[src/design/disk_cmd_pkg.sv]
// constants shared by the disk command decoder and its register file
// assumes a 40 MHz clock and an APB master with 32-bit data
package disk_cmd_pkg;

   // ************************************************
   // register map (byte addresses)
   // ************************************************
   localparam logic [7:0] ADDR_CMD_LO = 8'h00;
   localparam logic [7:0] ADDR_CMD_HI = 8'h04;
   localparam logic [7:0] ADDR_CTRL = 8'h08;
   localparam logic [7:0] ADDR_STAT = 8'h0C;
   localparam logic [7:0] ADDR_DONE = 8'h10;
   localparam logic [7:0] ADDR_SPT = 8'h14;
   localparam logic [7:0] ADDR_REPORT = 8'h18;
   localparam logic [7:0] SPT_RESET = 8'h11;

   // ************************************************
   // command classes, op codes, units
   // ************************************************
   localparam logic [2:0] CLASS_OPER = 3'h0;
   localparam logic [2:0] CLASS_DIAG = 3'h7;
   localparam logic [4:0] OP_TEST_READY = 5'h00;
   localparam logic [4:0] OP_RECAL = 5'h01;
   localparam logic [4:0] OP_STATUS = 5'h03;
   localparam logic [4:0] OP_FMT_DRIVE = 5'h04;
   localparam logic [4:0] OP_CHECK_FMT = 5'h05;
   localparam logic [4:0] OP_FMT_TRACK = 5'h06;
   localparam logic [4:0] OP_FMT_BAD = 5'h07;
   localparam logic [4:0] OP_READ = 5'h08;
   localparam logic [4:0] OP_WRITE = 5'h0A;
   localparam logic [4:0] OP_SEEK = 5'h0B;
   localparam logic [4:0] OP_SET_PARAM = 5'h0C;
   localparam logic [4:0] OP_BURST_LEN = 5'h0D;
   localparam logic [4:0] OP_FMT_ALT = 5'h0E;
   localparam logic [4:0] OP_BUF_WRITE = 5'h0F;
   localparam logic [4:0] OP_BUF_READ = 5'h10;
   localparam logic [4:0] DG_MEMORY = 5'h00;
   localparam logic [4:0] DG_DRIVE = 5'h03;
   localparam logic [4:0] DG_CTRL = 5'h04;
   localparam logic [4:0] DG_READ_EXT = 5'h05;
   localparam logic [4:0] DG_WRITE_EXT = 5'h06;
   localparam logic [2:0] FLEX_UNIT_A = 3'h4;
   localparam logic [2:0] FLEX_UNIT_B = 3'h5;

   // ************************************************
   // control byte fields, error codes, counts
   // ************************************************
   localparam int CTL_RETRY = 7;
   localparam int CTL_ECC = 6;
   localparam int CTL_FILL = 5;
   localparam int CTL_SS_LSB = 4;
   localparam logic [5:0] ERR_NONE = 6'h00;
   localparam logic [5:0] ERR_FAULT = 6'h03;
   localparam logic [5:0] ERR_NOT_READY = 6'h04;
   localparam logic [5:0] ERR_TRACK0 = 6'h06;
   localparam logic [5:0] ERR_SEEK_BUSY = 6'h08;
   localparam logic [5:0] ERR_INVALID = 6'h32;
   localparam logic [10:0] MAX_STEPS_FIXED = 11'h400;
   localparam logic [10:0] MAX_STEPS_FLEX = 11'h100;
   localparam logic [8:0] BLOCK_FULL = 9'h100;
   localparam int CLK_PERIOD_NS = 25;
   localparam int STEP_TIME_US = 3000;
   localparam int STEP_CYCLES = STEP_TIME_US * 1000 / CLK_PERIOD_NS;
   localparam int STEP_PULSE_NS = 1000;
   localparam int STEP_PULSE_CYC = (STEP_PULSE_NS + CLK_PERIOD_NS - 1) / CLK_PERIOD_NS;

   typedef enum logic [1:0] {st_idle, st_recal, st_engine} state_t;

endpackage

[src/design/disk_command_decoder.sv]
// command interpreter: decodes six-byte command blocks, runs ready test,
// recalibrate and status report, hands other commands to a data engine
// assumes APB master on clk; drive status pins asynchronous to clk
`timescale 1ns/1ps
module disk_command_decoder #(
   parameter int STEP_CYCLES = disk_cmd_pkg::STEP_CYCLES
) (
   // clock and reset
   input wire logic clk,
   input wire logic rst_b,
   // apb slave
   input wire logic psel,
   input wire logic penable,
   input wire logic pwrite,
   input wire logic [7:0] paddr,
   input wire logic [31:0] pwdata,
   output logic [31:0] prdata,
   output logic pready,
   output logic pslverr,
   // drive status pins, one bit per unit
   input wire logic [7:0] drive_ready,
   input wire logic [7:0] drive_fault,
   input wire logic [7:0] seek_busy,
   input wire logic [7:0] track_zero,
   // drive control
   output logic [2:0] drive_select,
   output logic step,
   output logic step_outward,
   // data engine handoff
   output logic engine_start
);

   // ************************************************
   // state
   // ************************************************
   typedef struct packed {
      disk_cmd_pkg::state_t state;
      logic [31:0] cmd_lo;
      logic [15:0] cmd_hi;
      logic [7:0] spt;
      logic [2:0] unit;
      logic engine;
      logic [19:0] div;
      logic [10:0] steps;
      logic step;
      logic outward;
      logic [5:0] last_err;
      logic [7:0] unit_avf;
      logic [7:0][5:0] unit_err;
      logic [7:0][20:0] unit_addr;
      logic [31:0] report;
      logic [31:0] prdata;
      logic pready;
      logic pslverr;
   } dec_state_t;

   dec_state_t s;
   dec_state_t next_s;

   logic [7:0] rdy_s;
   logic [7:0] flt_s;
   logic [7:0] sbusy_s;
   logic [7:0] trk0_s;

   pin_sync #(.WIDTH(32)) u_sync (
      .clk(clk),
      .rst_b(rst_b),
      .async_in({drive_ready, drive_fault, seek_busy, track_zero}),
      .sync_out({rdy_s, flt_s, sbusy_s, trk0_s})
   );

   // ************************************************
   // command block fields
   // ************************************************
   logic [2:0] cls;
   logic [4:0] op;
   logic [2:0] drive_unit_number;
   logic [7:0] cnt;
   logic [7:0] ctl;
   logic flex;
   logic known;
   logic flex_ok;
   logic fixed_ok;
   logic needs_addr;
   logic fmt_beyond;
   logic is_fmt;
   logic [8:0] blocks;

   assign cls = s.cmd_lo[7:5];
   assign op = s.cmd_lo[4:0];
   assign drive_unit_number = s.cmd_lo[15:13];
   assign cnt = s.cmd_hi[7:0];
   assign ctl = s.cmd_hi[15:8];
   assign flex = (drive_unit_number == disk_cmd_pkg::FLEX_UNIT_A) || (drive_unit_number == disk_cmd_pkg::FLEX_UNIT_B);
   assign blocks = (cnt == 8'h00) ? disk_cmd_pkg::BLOCK_FULL : {1'b0, cnt};

   // which commands exist, which unit types accept them
   always_comb begin
      known = 1'b0;
      flex_ok = 1'b0;
      fixed_ok = 1'b1;
      needs_addr = 1'b0;
      fmt_beyond = 1'b0;
      is_fmt = 1'b0;
      if (cls == disk_cmd_pkg::CLASS_OPER) begin
         case (op)
            disk_cmd_pkg::OP_TEST_READY: begin
               known = 1'b1;
            end
            disk_cmd_pkg::OP_RECAL, disk_cmd_pkg::OP_STATUS, disk_cmd_pkg::OP_SET_PARAM: begin
               known = 1'b1;
               flex_ok = 1'b1;
            end
            disk_cmd_pkg::OP_FMT_DRIVE, disk_cmd_pkg::OP_FMT_ALT: begin
               known = 1'b1;
               needs_addr = 1'b1;
               fmt_beyond = 1'b1;
               is_fmt = 1'b1;
            end
            disk_cmd_pkg::OP_FMT_TRACK: begin
               known = 1'b1;
               flex_ok = 1'b1;
               needs_addr = 1'b1;
               fmt_beyond = 1'b1;
               is_fmt = 1'b1;
            end
            disk_cmd_pkg::OP_CHECK_FMT, disk_cmd_pkg::OP_FMT_BAD: begin
               known = 1'b1;
               needs_addr = 1'b1;
               is_fmt = 1'b1;
            end
            disk_cmd_pkg::OP_READ, disk_cmd_pkg::OP_WRITE, disk_cmd_pkg::OP_SEEK: begin
               known = 1'b1;
               flex_ok = 1'b1;
               needs_addr = 1'b1;
            end
            disk_cmd_pkg::OP_BURST_LEN, disk_cmd_pkg::OP_BUF_WRITE,
            disk_cmd_pkg::OP_BUF_READ: begin
               known = 1'b1;
            end
            default: begin
               known = 1'b0;
            end
         endcase
      end else if (cls == disk_cmd_pkg::CLASS_DIAG) begin
         case (op)
            disk_cmd_pkg::DG_MEMORY, disk_cmd_pkg::DG_CTRL: begin
               known = 1'b1;
               flex_ok = 1'b1;
            end
            disk_cmd_pkg::DG_DRIVE: begin
               known = 1'b1;
            end
            disk_cmd_pkg::DG_READ_EXT, disk_cmd_pkg::DG_WRITE_EXT: begin
               known = 1'b1;
               needs_addr = 1'b1;
            end
            default: begin
               known = 1'b0;
            end
         endcase
      end
      // buffer, memory and controller commands carry no unit, so any unit passes
      if ((cls == disk_cmd_pkg::CLASS_OPER && (op == disk_cmd_pkg::OP_BUF_WRITE ||
            op == disk_cmd_pkg::OP_BUF_READ)) || (cls == disk_cmd_pkg::CLASS_DIAG &&
            (op == disk_cmd_pkg::DG_MEMORY || op == disk_cmd_pkg::DG_CTRL))) begin
         flex_ok = 1'b1;
      end
      fixed_ok = known;
   end

   // ************************************************
   // status word for software
   // ************************************************
   logic [31:0] stat_word;
   logic retry_off;
   logic ecc_single;
   logic fill_buffer;
   logic [1:0] size_code;

   assign retry_off = !flex && ctl[disk_cmd_pkg::CTL_RETRY];
   assign ecc_single = !flex && ctl[disk_cmd_pkg::CTL_ECC];
   assign fill_buffer = !flex && is_fmt && ctl[disk_cmd_pkg::CTL_FILL];
   assign size_code = flex ? ctl[disk_cmd_pkg::CTL_SS_LSB +: 2] : 2'h0;

   // retry, ECC, fill and size bits that do not apply read as zero; ctl[3:0] and the block count always pass
   always_comb begin
      stat_word = '0;
      stat_word[0] = (s.state != disk_cmd_pkg::st_idle);
      stat_word[1] = s.engine;
      stat_word[2] = flex;
      stat_word[3] = retry_off;
      stat_word[4] = ecc_single;
      stat_word[5] = fill_buffer;
      stat_word[7:6] = size_code;
      stat_word[11:8] = ctl[3:0];
      stat_word[20:12] = blocks;
      stat_word[26:21] = s.last_err;
      stat_word[27] = needs_addr;
   end

   // ************************************************
   // next state
   // ************************************************
   logic acc;
   logic wr;
   logic rd;
   logic go;
   logic tick;
   logic [5:0] done_err;
   logic [20:0] done_addr;
   logic [5:0] res_err;
   logic res_store;

   assign acc = psel && penable && !s.pready;
   assign wr = psel && penable && s.pready && pwrite;
   assign rd = acc && !pwrite;
   assign tick = (s.div == 20'(STEP_CYCLES - 1));
   assign done_err = pwdata[29:24];
   assign done_addr = pwdata[20:0];

   always_comb begin
      next_s = s;
      go = 1'b0;
      res_err = disk_cmd_pkg::ERR_NONE;
      res_store = 1'b0;
      next_s.pready = acc;
      next_s.pslverr = 1'b0;
      next_s.prdata = '0;
      if (acc) begin
         case (paddr)
            disk_cmd_pkg::ADDR_CMD_LO: next_s.prdata = s.cmd_lo;
            disk_cmd_pkg::ADDR_CMD_HI: next_s.prdata = {16'h0000, s.cmd_hi};
            disk_cmd_pkg::ADDR_CTRL: next_s.prdata = '0;
            disk_cmd_pkg::ADDR_STAT: next_s.prdata = stat_word;
            disk_cmd_pkg::ADDR_DONE: next_s.prdata = '0;
            disk_cmd_pkg::ADDR_SPT: next_s.prdata = {24'h000000, s.spt};
            disk_cmd_pkg::ADDR_REPORT: next_s.prdata = s.report;
            default: next_s.pslverr = 1'b1;
         endcase
         if (!rd) begin
            next_s.prdata = '0;
         end
      end
      if (wr) begin
         case (paddr)
            disk_cmd_pkg::ADDR_CMD_LO: begin
               if (s.state == disk_cmd_pkg::st_idle) next_s.cmd_lo = pwdata;
            end
            disk_cmd_pkg::ADDR_CMD_HI: begin
               if (s.state == disk_cmd_pkg::st_idle) next_s.cmd_hi = pwdata[15:0];
            end
            disk_cmd_pkg::ADDR_CTRL: go = pwdata[0] && (s.state == disk_cmd_pkg::st_idle);
            disk_cmd_pkg::ADDR_SPT: next_s.spt = pwdata[7:0];
            default: begin
            end
         endcase
      end

      next_s.step = 1'b0;
      case (s.state)
         disk_cmd_pkg::st_idle: begin
            if (go) begin
               next_s.unit = drive_unit_number;
               if (!known || (flex && !flex_ok) || (!flex && !fixed_ok)) begin
                  res_err = disk_cmd_pkg::ERR_INVALID;
                  res_store = 1'b1;
               end else if (cls == disk_cmd_pkg::CLASS_OPER &&
                     op == disk_cmd_pkg::OP_STATUS) begin
                  // status request leaves the unit's history untouched
                  next_s.report = {s.unit_addr[drive_unit_number][7:0], s.unit_addr[drive_unit_number][15:8], drive_unit_number,
                     s.unit_addr[drive_unit_number][20:16], s.unit_avf[drive_unit_number], 1'b0,
                     s.unit_err[drive_unit_number]};
                  next_s.last_err = disk_cmd_pkg::ERR_NONE;
               end else if (cls == disk_cmd_pkg::CLASS_OPER &&
                     op == disk_cmd_pkg::OP_TEST_READY) begin
                  res_store = 1'b1;
                  if (flt_s[drive_unit_number]) res_err = disk_cmd_pkg::ERR_FAULT;
                  else if (!rdy_s[drive_unit_number]) res_err = disk_cmd_pkg::ERR_NOT_READY;
                  else if (sbusy_s[drive_unit_number]) res_err = disk_cmd_pkg::ERR_SEEK_BUSY;
               end else if (cls == disk_cmd_pkg::CLASS_OPER &&
                     op == disk_cmd_pkg::OP_RECAL) begin
                  if (flt_s[drive_unit_number]) begin
                     res_err = disk_cmd_pkg::ERR_FAULT;
                     res_store = 1'b1;
                  end else if (!rdy_s[drive_unit_number]) begin
                     res_err = disk_cmd_pkg::ERR_NOT_READY;
                     res_store = 1'b1;
                  end else begin
                     next_s.state = disk_cmd_pkg::st_recal;
                     // first pulse starts with the period so it is full length
                     next_s.step = !trk0_s[drive_unit_number];
                     next_s.div = '0;
                     next_s.steps = '0;
                  end
               end else begin
                  next_s.engine = 1'b1;
                  next_s.state = disk_cmd_pkg::st_engine;
               end
            end
         end
         disk_cmd_pkg::st_recal: begin
            // one step pulse at the head of each step period, outward only
            next_s.div = tick ? 20'h00000 : s.div + 20'h00001;
            next_s.step = !trk0_s[s.unit] && (next_s.div < 20'(disk_cmd_pkg::STEP_PULSE_CYC));
            if (trk0_s[s.unit]) begin
               res_store = 1'b1;
               next_s.step = 1'b0;
               next_s.state = disk_cmd_pkg::st_idle;
            end else if (tick) begin
               if (s.steps == (flex ? disk_cmd_pkg::MAX_STEPS_FLEX :
                     disk_cmd_pkg::MAX_STEPS_FIXED)) begin
                  res_err = disk_cmd_pkg::ERR_TRACK0;
                  res_store = 1'b1;
                  next_s.step = 1'b0;
                  next_s.state = disk_cmd_pkg::st_idle;
               end else begin
                  next_s.steps = s.steps + 11'h001;
               end
            end
         end
         disk_cmd_pkg::st_engine: begin
            if (wr && paddr == disk_cmd_pkg::ADDR_DONE) begin
               next_s.engine = 1'b0;
               next_s.state = disk_cmd_pkg::st_idle;
               next_s.last_err = done_err;
               next_s.unit_err[s.unit] = done_err;
               next_s.unit_avf[s.unit] = needs_addr;
               if (done_err == disk_cmd_pkg::ERR_NONE && fmt_beyond) begin
                  next_s.unit_addr[s.unit] = done_addr + {13'h0000, s.spt};
               end else begin
                  next_s.unit_addr[s.unit] = done_addr;
               end
            end
         end
         default: begin
            next_s.state = disk_cmd_pkg::st_idle;
         end
      endcase

      next_s.outward = (next_s.state == disk_cmd_pkg::st_recal);
      if (res_store) begin
         next_s.last_err = res_err;
         next_s.unit_err[next_s.unit] = res_err;
         next_s.unit_avf[next_s.unit] = 1'b0;
         next_s.unit_addr[next_s.unit] = '0;
      end
   end

   always_ff @(posedge clk or negedge rst_b) begin
      if (!rst_b) begin
         s <= '0;
         s.spt <= disk_cmd_pkg::SPT_RESET;
      end else begin
         s <= next_s;
      end
   end

   // ************************************************
   // outputs
   // ************************************************
   assign prdata = s.prdata;
   assign pready = s.pready;
   assign pslverr = s.pslverr;
   assign drive_select = s.unit;
   assign step = s.step;
   assign step_outward = s.outward;
   assign engine_start = s.engine;
endmodule

[src/design/pin_sync.sv]
// two-flop synchroniser for a group of level inputs from drive pins
// assumes inputs are slow levels; no pulse narrower than two clocks
`timescale 1ns/1ps
module pin_sync #(
   parameter int WIDTH = 8
) (
   // clock and reset
   input wire logic clk,
   input wire logic rst_b,
   // levels
   input wire logic [WIDTH-1:0] async_in,
   output logic [WIDTH-1:0] sync_out
);
   typedef struct packed {
      logic [WIDTH-1:0] meta;
      logic [WIDTH-1:0] held;
   } sync_state_t;

   sync_state_t s;
   sync_state_t next_s;

   always_comb begin
      next_s.meta = async_in;
      next_s.held = s.meta;
   end

   always_ff @(posedge clk or negedge rst_b) begin
      if (!rst_b) begin
         s <= '0;
      end else begin
         s <= next_s;
      end
   end

   assign sync_out = s.held;
endmodule

[config.mk]
export PLATFORM = sky130hd
export DESIGN_NAME = disk_command_decoder
export DESIGN_NICKNAME = d
export VERILOG_FILES = /design/src/design/disk_cmd_pkg.sv /design/src/design/disk_command_decoder.sv /design/src/design/pin_sync.sv
export SDC_FILE = /design/constraint.sdc
export NUM_CORES = 1
export LEC_CHECK = 0
export BUFFER_PORTS_ARGS = -buffer_cell sky130_fd_sc_hd__buf_2
export CAP_MARGIN = 20
export CORE_UTILIZATION = 57
export DETAILED_ROUTE_END_ITERATION = 7
export PLACE_DENSITY = 0.85
export SLEW_MARGIN = 20
export SYNTH_ARGS = -nofsm -noshare
export SYNTH_HDL_FRONTEND = slang
export SYNTH_SLANG_ARGS = --single-unit
export TNS_END_PERCENT = 1
[constraint.sdc]
create_clock -name clk -period 3.98 [get_ports clk]
set_input_delay 0.398 -clock clk [delete_from_list [all_inputs] [get_ports clk]]
set_output_delay 0.398 -clock clk [all_outputs]
set_load 0.1 [all_outputs]
==> results of run 1 <==
area by class of cell:
class | instances | area (µm²)
Antenna cell | 6 | 15.0
Clock buffer | 57 | 1240
Clock inverter | 23 | 315
Fill cell | 2406 | 12400
Inverter | 13 | 48.8
Multi-Input combinational cell | 1243 | 9240
Sequential cell | 454 | 11400
Tap cell | 468 | 586
Timing Repair Buffer | 217 | 1540
cells by family after synthesis:
family / Yosys count / synth area share [%]
AND/OR/NAND/NOR: 569 / 12.4
buffers and inverters: 186 / 4.29
adder cells (fa/ha/maj): 12 / 0.735
multiplexers: 289 / 17.5
flip-flops: 454 / 53.0
XOR/XNOR: 22 / 0.899
AO/OA/AOI/OAI: 351 / 11.2
layer usage:
metal | up-vias | share of wire, %
met1 | 8274 | 38
met2 | 1096 | 48
met5 | - | 0
met3 | 200 | 9.6
met4 | 0 | 4.3
li1 | 7002 | -
cell usage after synthesis (all sizes together), types with 18 or more instances:
| cell type | number |
|---|---|
| mux4 | 62 |
| buf | 94 |
| dfrtp | 452 |
| nor3 | 30 |
| mux2 | 64 |
| o21ai | 85 |
| nor4 | 20 |
| nand4 | 18 |
| nand2 | 135 |
| nand2b | 19 |
| clkbuf | 79 |
| a211oi | 134 |
| a21oi | 45 |
| nand3 | 30 |
| a22oi | 23 |
| mux2i | 163 |
| nor2 | 247 |
flip-flops by register name, summed over array words and instances, names as in the netlist, 3 cells and up:
register and cells:
s 323, prdata 32, u_sync.next_s 32, u_sync.sync_out 32, cnt 8, ctl 8
op 5, cls 3, drive_select 3, drive_unit_number 3
worst paths after layout:
check	to	cells after the start	startpoint	slack, ps
min in group asynchronous	s[324]	2	rst_b	530
max in group asynchronous	u_sync.next_s[2]	3	rst_b	2250
worst max register to register	s[246]	8	pready	430
worst max-delay path	s[246]	8	pready	430
worst min register to register	u_sync.sync_out[27]	0	u_sync.next_s[27]	340
worst min-delay path	s[387]	2	pwdata[30]	70
power by group through the flow:
stage	Sequential (mW)	Combinational, mW	Clock [mW]
global placement	4.75	0.282	0
CTS	4.67	0.317	4.49
detailed placement	4.75	0.290	0
global route	4.67	0.350	4.67
floorplan	4.75	0.0788	0
finish	4.67	0.321	4.47
worst max-delay path: cells and delay by family (launching register included):
| kind | cells | cell delay [ps] |
|---|---|---|
| and+or+nand+nor | 4 | 1770 |
| DFF | 1 | 370 |
| muxes | 2 | 680 |
| buffers and inverters | 2 | 660 |
metrics by stage:
stage	utilization, %	hold slack, ps
after detailed placement	61.0	335
after floorplan	-	102
after global routing	66.2	78.8
final	66.2	66.6
after CTS	66.2	53.4
after global placement	61.0	335
repair_timing:
item | CTS | global route
hold buffers | 33 | 0
hold endpoints to repair | 70 | 0
endpoints found under the setup margin | 0 | 0
gates resized for setup | 0 | 0
==> impl_results.md, run 1 <==
* Maximum VDD drop at roughly 0.00028 V
* Number of flops mapped to enable cells by yosys at 0
* Largest net degree at the start of global routing at approximately 120
* PortBufs at approximately 120
* Crit Path Category: reg2reg
* Initial antenna violation count at 5
* Syn Area/Cell at approximately 11 µm²
* Dpl cells at between 2000 and 2500
* # IOs at approximately 120
* Top cell by count, worst path: mux2i_1
* Post-Syn Instances at roughly 1900
* CTS root buf: clkbuf_16
* Die Wd at 196 µm
* Internal Dissipation at roughly 7.4 mW
* TritonCTS Buffers at between 40 and 50
* Maximum clock frequency at 282 MHz
* Routed vias/inst at around 6.7
* Crit Path Max Fanout at 22
* Gpl congestion at roughly 0.9
* Leading area contributor after synthesis: dfrtp_1
* Fin cells at roughly 2500
* Max-cap violations at 0
* Comb power frac at between 3 and 4%
* Synth warn at 0
* Min Tclk post-route at about 3500 ps
* Crit path DAT at approximately 4000 ps
* Maximum clock path buffer count at 3
* Placement Setup Slack at around 420 ps
* Post-DP HPWL at 37100 µm
* Synth cell types at around 70
* Reg power frac at between 40% and 50%
* Number of synthesized register bits at about 450
* PD cells at around 390 nW/µm²
* Vias in the first global route at between 15000 and 20000
* Crit-path cells: nand4_1 > nor3_1 > and4_1 > mux2i_1 > inv_1 > nor4_2 > buf_4 > mux2i_1
* Met3 Usage GRT at around 6.6%
* Worst relative slew slack at approximately 29%
* Final ANT Viol Nets at 0
* Maximum single-stage delay on the critical path at ~870 ps
* Max Slew Vio Count at 0
* Net Sw Power at roughly 2.0 mW
* Clock share of power at roughly 47%
* Synth top area share at a little over half
* GR Overflow Total at 0
* Most used routing layer: met2
* Slowest-stage cell, CP: nor4_2
* Worst endpoint required time at 4460 ps
* Post-CTS Repair Setup Buffers at 0
* Setup Skew at approximately 20 ps
* Design Power at ~9.5 mW
* Share of cells above drive strength 1 at a little over a fifth
* Final Instance Area at 24400 µm²
* Critical Path End Type: register
* Hold Fails Final Rpt at 0
* Clock sinks at between 400 and 500
* Leakage power at between 10 and 15 nW
* # DRC at 0
* Worst Hold Class: in2reg
* Status: complete, no violations
* RSZ-0062 raised after global routing: false
* Starting DRC count in detailed routing at between 1500 and 2000
* DR WL/cell at about 24 µm
* Final Routed Wirelength at slightly below 60000 µm
* Worst setup SP type: register
* Gr usage total at 31.1%
* Post-synthesis cell area at about 21000 µm²
* Ys async rst share at 100%
* First-pass GRT wire length at just over 90000 µm
* Core outline area at between 30000 and 40000 µm²
* Slew at the pin closest to its max-slew limit at ~1100 ps
* Switching share of power at 21.7%
* Most frequent cells in the layout: 449 x dfrtp_1, 243 x nor2_1, 163 x mux2i_1
* Dpl cell area at ~22000 µm²
* Tcrit/Tclk final at 89.1%
* Setup total negative slack at 0 ps
* GR Util met1 at 41.2%
* H-tree Lvls at 2
* Final #Nets at roughly 2100
* Reg clk slew, reported paths at 60 ps
* Die Ht at 196 µm
* Via count of the routed design at between 15000 and 20000
* Full die area at approximately 38000 µm²
* DR pass1 iterations at 7
* Synth-to-layout area growth at 13.6%
* Final WS setup at between 400 and 500 ps
* Leading cell type in the layout, fill and taps excluded: dfrtp_1
* Synth area leaders: dfrtp_1 53%, mux2i_1 7.6%, mux4_2 6.5%
* Initial core utilization at roughly three fifths
* Register area share after synthesis at 53.0%
* Setup violators final at 0
* Std cell rows at 70
* M2 GR Usage at 49.5%
* CTS tree: done
* Synth Net Count at slightly below 2000
* Top_reg_cell synth: dfrtp_1
* Worst-Skew Late Latency at approximately 570 ps
(Power assumes the default switching activity.)
==> run 2: changes to the inputs <==
--- a/config.mk
+++ b/config.mk
@@ -8,6 +8,7 @@
 export BUFFER_PORTS_ARGS = -buffer_cell sky130_fd_sc_hd__buf_2
 export CAP_MARGIN = 20
 export CORE_UTILIZATION = 57
+export CTS_CLUSTER_SIZE = 12
 export DETAILED_ROUTE_END_ITERATION = 7
 export PLACE_DENSITY = 0.85
 export SLEW_MARGIN = 20
==> constraint.sdc (replaced) <==
create_clock -name clk -period 3.98 [get_ports clk]
set_input_delay 0 -clock clk [delete_from_list [all_inputs] [get_ports clk]]
set_output_delay 0 -clock clk [all_outputs]
set_load 0.1 [all_outputs]
==> impl_results.md, run 2 (same netlist as run 1, synthesis figures left out) <==
* Status: complete, but fails checks
* Violated checks: design-rule violations
* Final #Nets at around 2100
* Crit Path Category: reg2reg
* Setup Skew at 24.3 ps
* GR Util met1 at between 40% and 50%
* Max FFs per register at about 320
* Maximum VDD drop at slightly below 0.0003 V
* Post-CTS Repair Setup Buffers at 0
* TritonCTS Buffers at 46
* Max Slew Vio Count at 0
* Gpl congestion at about 0.97
* Die Ht at about 200 µm
* FF+latch area at about 11000 µm²
* Share of cells above drive strength 1 at 19.6%
* Die Wd at ~200 µm
* Tcrit/Tclk final at a little under 100%
* Met3 Usage GRT at between 7 and 8%
* Crit path DAT at ~4300 ps
* Initial antenna violation count at 4
* Full die area at slightly below 40000 µm²
* Final ANT Viol Nets at 0
* Most frequent cells in the layout: 449 x dfrtp_1, 243 x nor2_1, 161 x mux2i_1
* Clock sinks at 454
* Synth-to-layout area growth at 14.0%
* Gr usage total at between 30% and 40%
* Most used routing layer: met2
* Crit Path Max Fanout at 28
* H-tree Lvls at 2
* PD cells at between 300 and 400 nW/µm²
* Starting DRC count in detailed routing at 2117
* # DRC at 15
* Critical Path End Type: register
* Final Routed Wirelength at between 60000 and 70000 µm
* # IOs at 117
* Worst setup SP type: register
* DR WL/cell at about 25 µm
* Fin cells at 2488
* Hold slack final at 68.6 ps
* Worst Hold Class: in2reg
* Initial core utilization at around three fifths
* DR pass1 iterations at 8
* Top reg by flops: s
* Post-DP HPWL at between 30000 and 40000 µm
* Maximum clock path buffer count at 3
* Largest net degree at the start of global routing at approximately 120
* PortBufs at approximately 120
* CTS tree: done
* Core outline area at 36800 µm²
* Slew at the pin closest to its max-slew limit at ~1200 ps
* Setup total negative slack at 0 ps
* Maximum clock frequency at between 200 and 300 MHz
* CTS root buf: clkbuf_16
* Routed vias/inst at a little under 7
* Worst endpoint required time at between 4000 and 5000 ps
* Via count of the routed design at around 17000
* M2 GR Usage at between 50% and 60%
* Vias in the first global route at approximately 17000
* Worst-Skew Late Latency at 570 ps
* Worst relative slew slack at between 20% and 30%
* Min Tclk post-route at about 3800 ps
* Area occupied by multi-input gates at around 9000 µm²
* First-pass GRT wire length at just under 100000 µm
* GR Overflow Total at 0
* Hold Fails Final Rpt at 0
* Max-cap violations at 0
* Setup violators final at 0
* RSZ-0062 raised after global routing: false
* Std cell rows at 70
* Leakage power at roughly 10 nW
* Leading cell type in the layout, fill and taps excluded: dfrtp_1
* Reg clk slew, reported paths at 60 ps
* Dpl cells at between 2000 and 2500
* Fillers at roughly 2400
[run 2: final timing paths]
check	from	end	slack (ps)	depth (start not counted)
max	drive_select[1]	s[182]	150	7
min	drive_fault[7]	u_sync.next_s[23]	70	2
max reg2reg	drive_select[1]	s[182]	150	7
min reg2reg	u_sync.next_s[6]	u_sync.sync_out[6]	340	0
max in group asynchronous	rst_b	s[333]	2860	3
min in group asynchronous	rst_b	step_outward	80	2
[run 2: where the power goes]
group          internal [mW]  switching [mW]  total, mW
clock                   2.43            1.76       4.19
combinational          0.120           0.231      0.351
sequential              4.65          0.0169       4.67
[run 2: layout make-up]
type | count | share of cell area, %
clock inverters | 5 | 0.322
well taps | 468 | 2.40
clock buffers | 64 | 5.44
inverters | 13 | 0.200
diodes | 2 | 0.0205
flip-flops and latches | 454 | 46.5
repair buffers | 239 | 7.22
multi-input cells | 1243 | 37.9
[run 2: per-layer routing]
metal | vias to the layer above | routed length (µm)
met5 | - | 12
met4 | 2 | 3350
met3 | 281 | 6500
met2 | 1224 | 29200
met1 | 8294 | 22000
li1 | 7029 | -
[run 2: metrics by stage]
stage	utilization (%)	power, mW	cell area (µm²)	worst slack, ps
after global routing	66.4	9.43	24400	97.2
after global placement	60.5	5.02	22300	655
after detailed placement	60.5	5.03	22300	549
after floorplan	-	4.83	21400	489
final	66.5	9.21	24400	155
after CTS	66.4	9.18	24400	457
[run 2: what timing repair did]
| action | in CTS | in global routing |
|---|---|---|
| hold buffers | 75 | 0 |
| gates resized for setup | 0 | 4 |
| setup endpoints to repair | 0 | 125 |
| endpoints found under the hold margin | 257 | 0 |
[run 2: worst max-delay path, stage by stage (launching register included)]
cell and delay (ps):
dfrtp_1 760, mux4_2 400, mux2i_1 560, a21oi_1 220, nor3_2 880, nor3_2 220
buf_4 360, a211oi_1 280
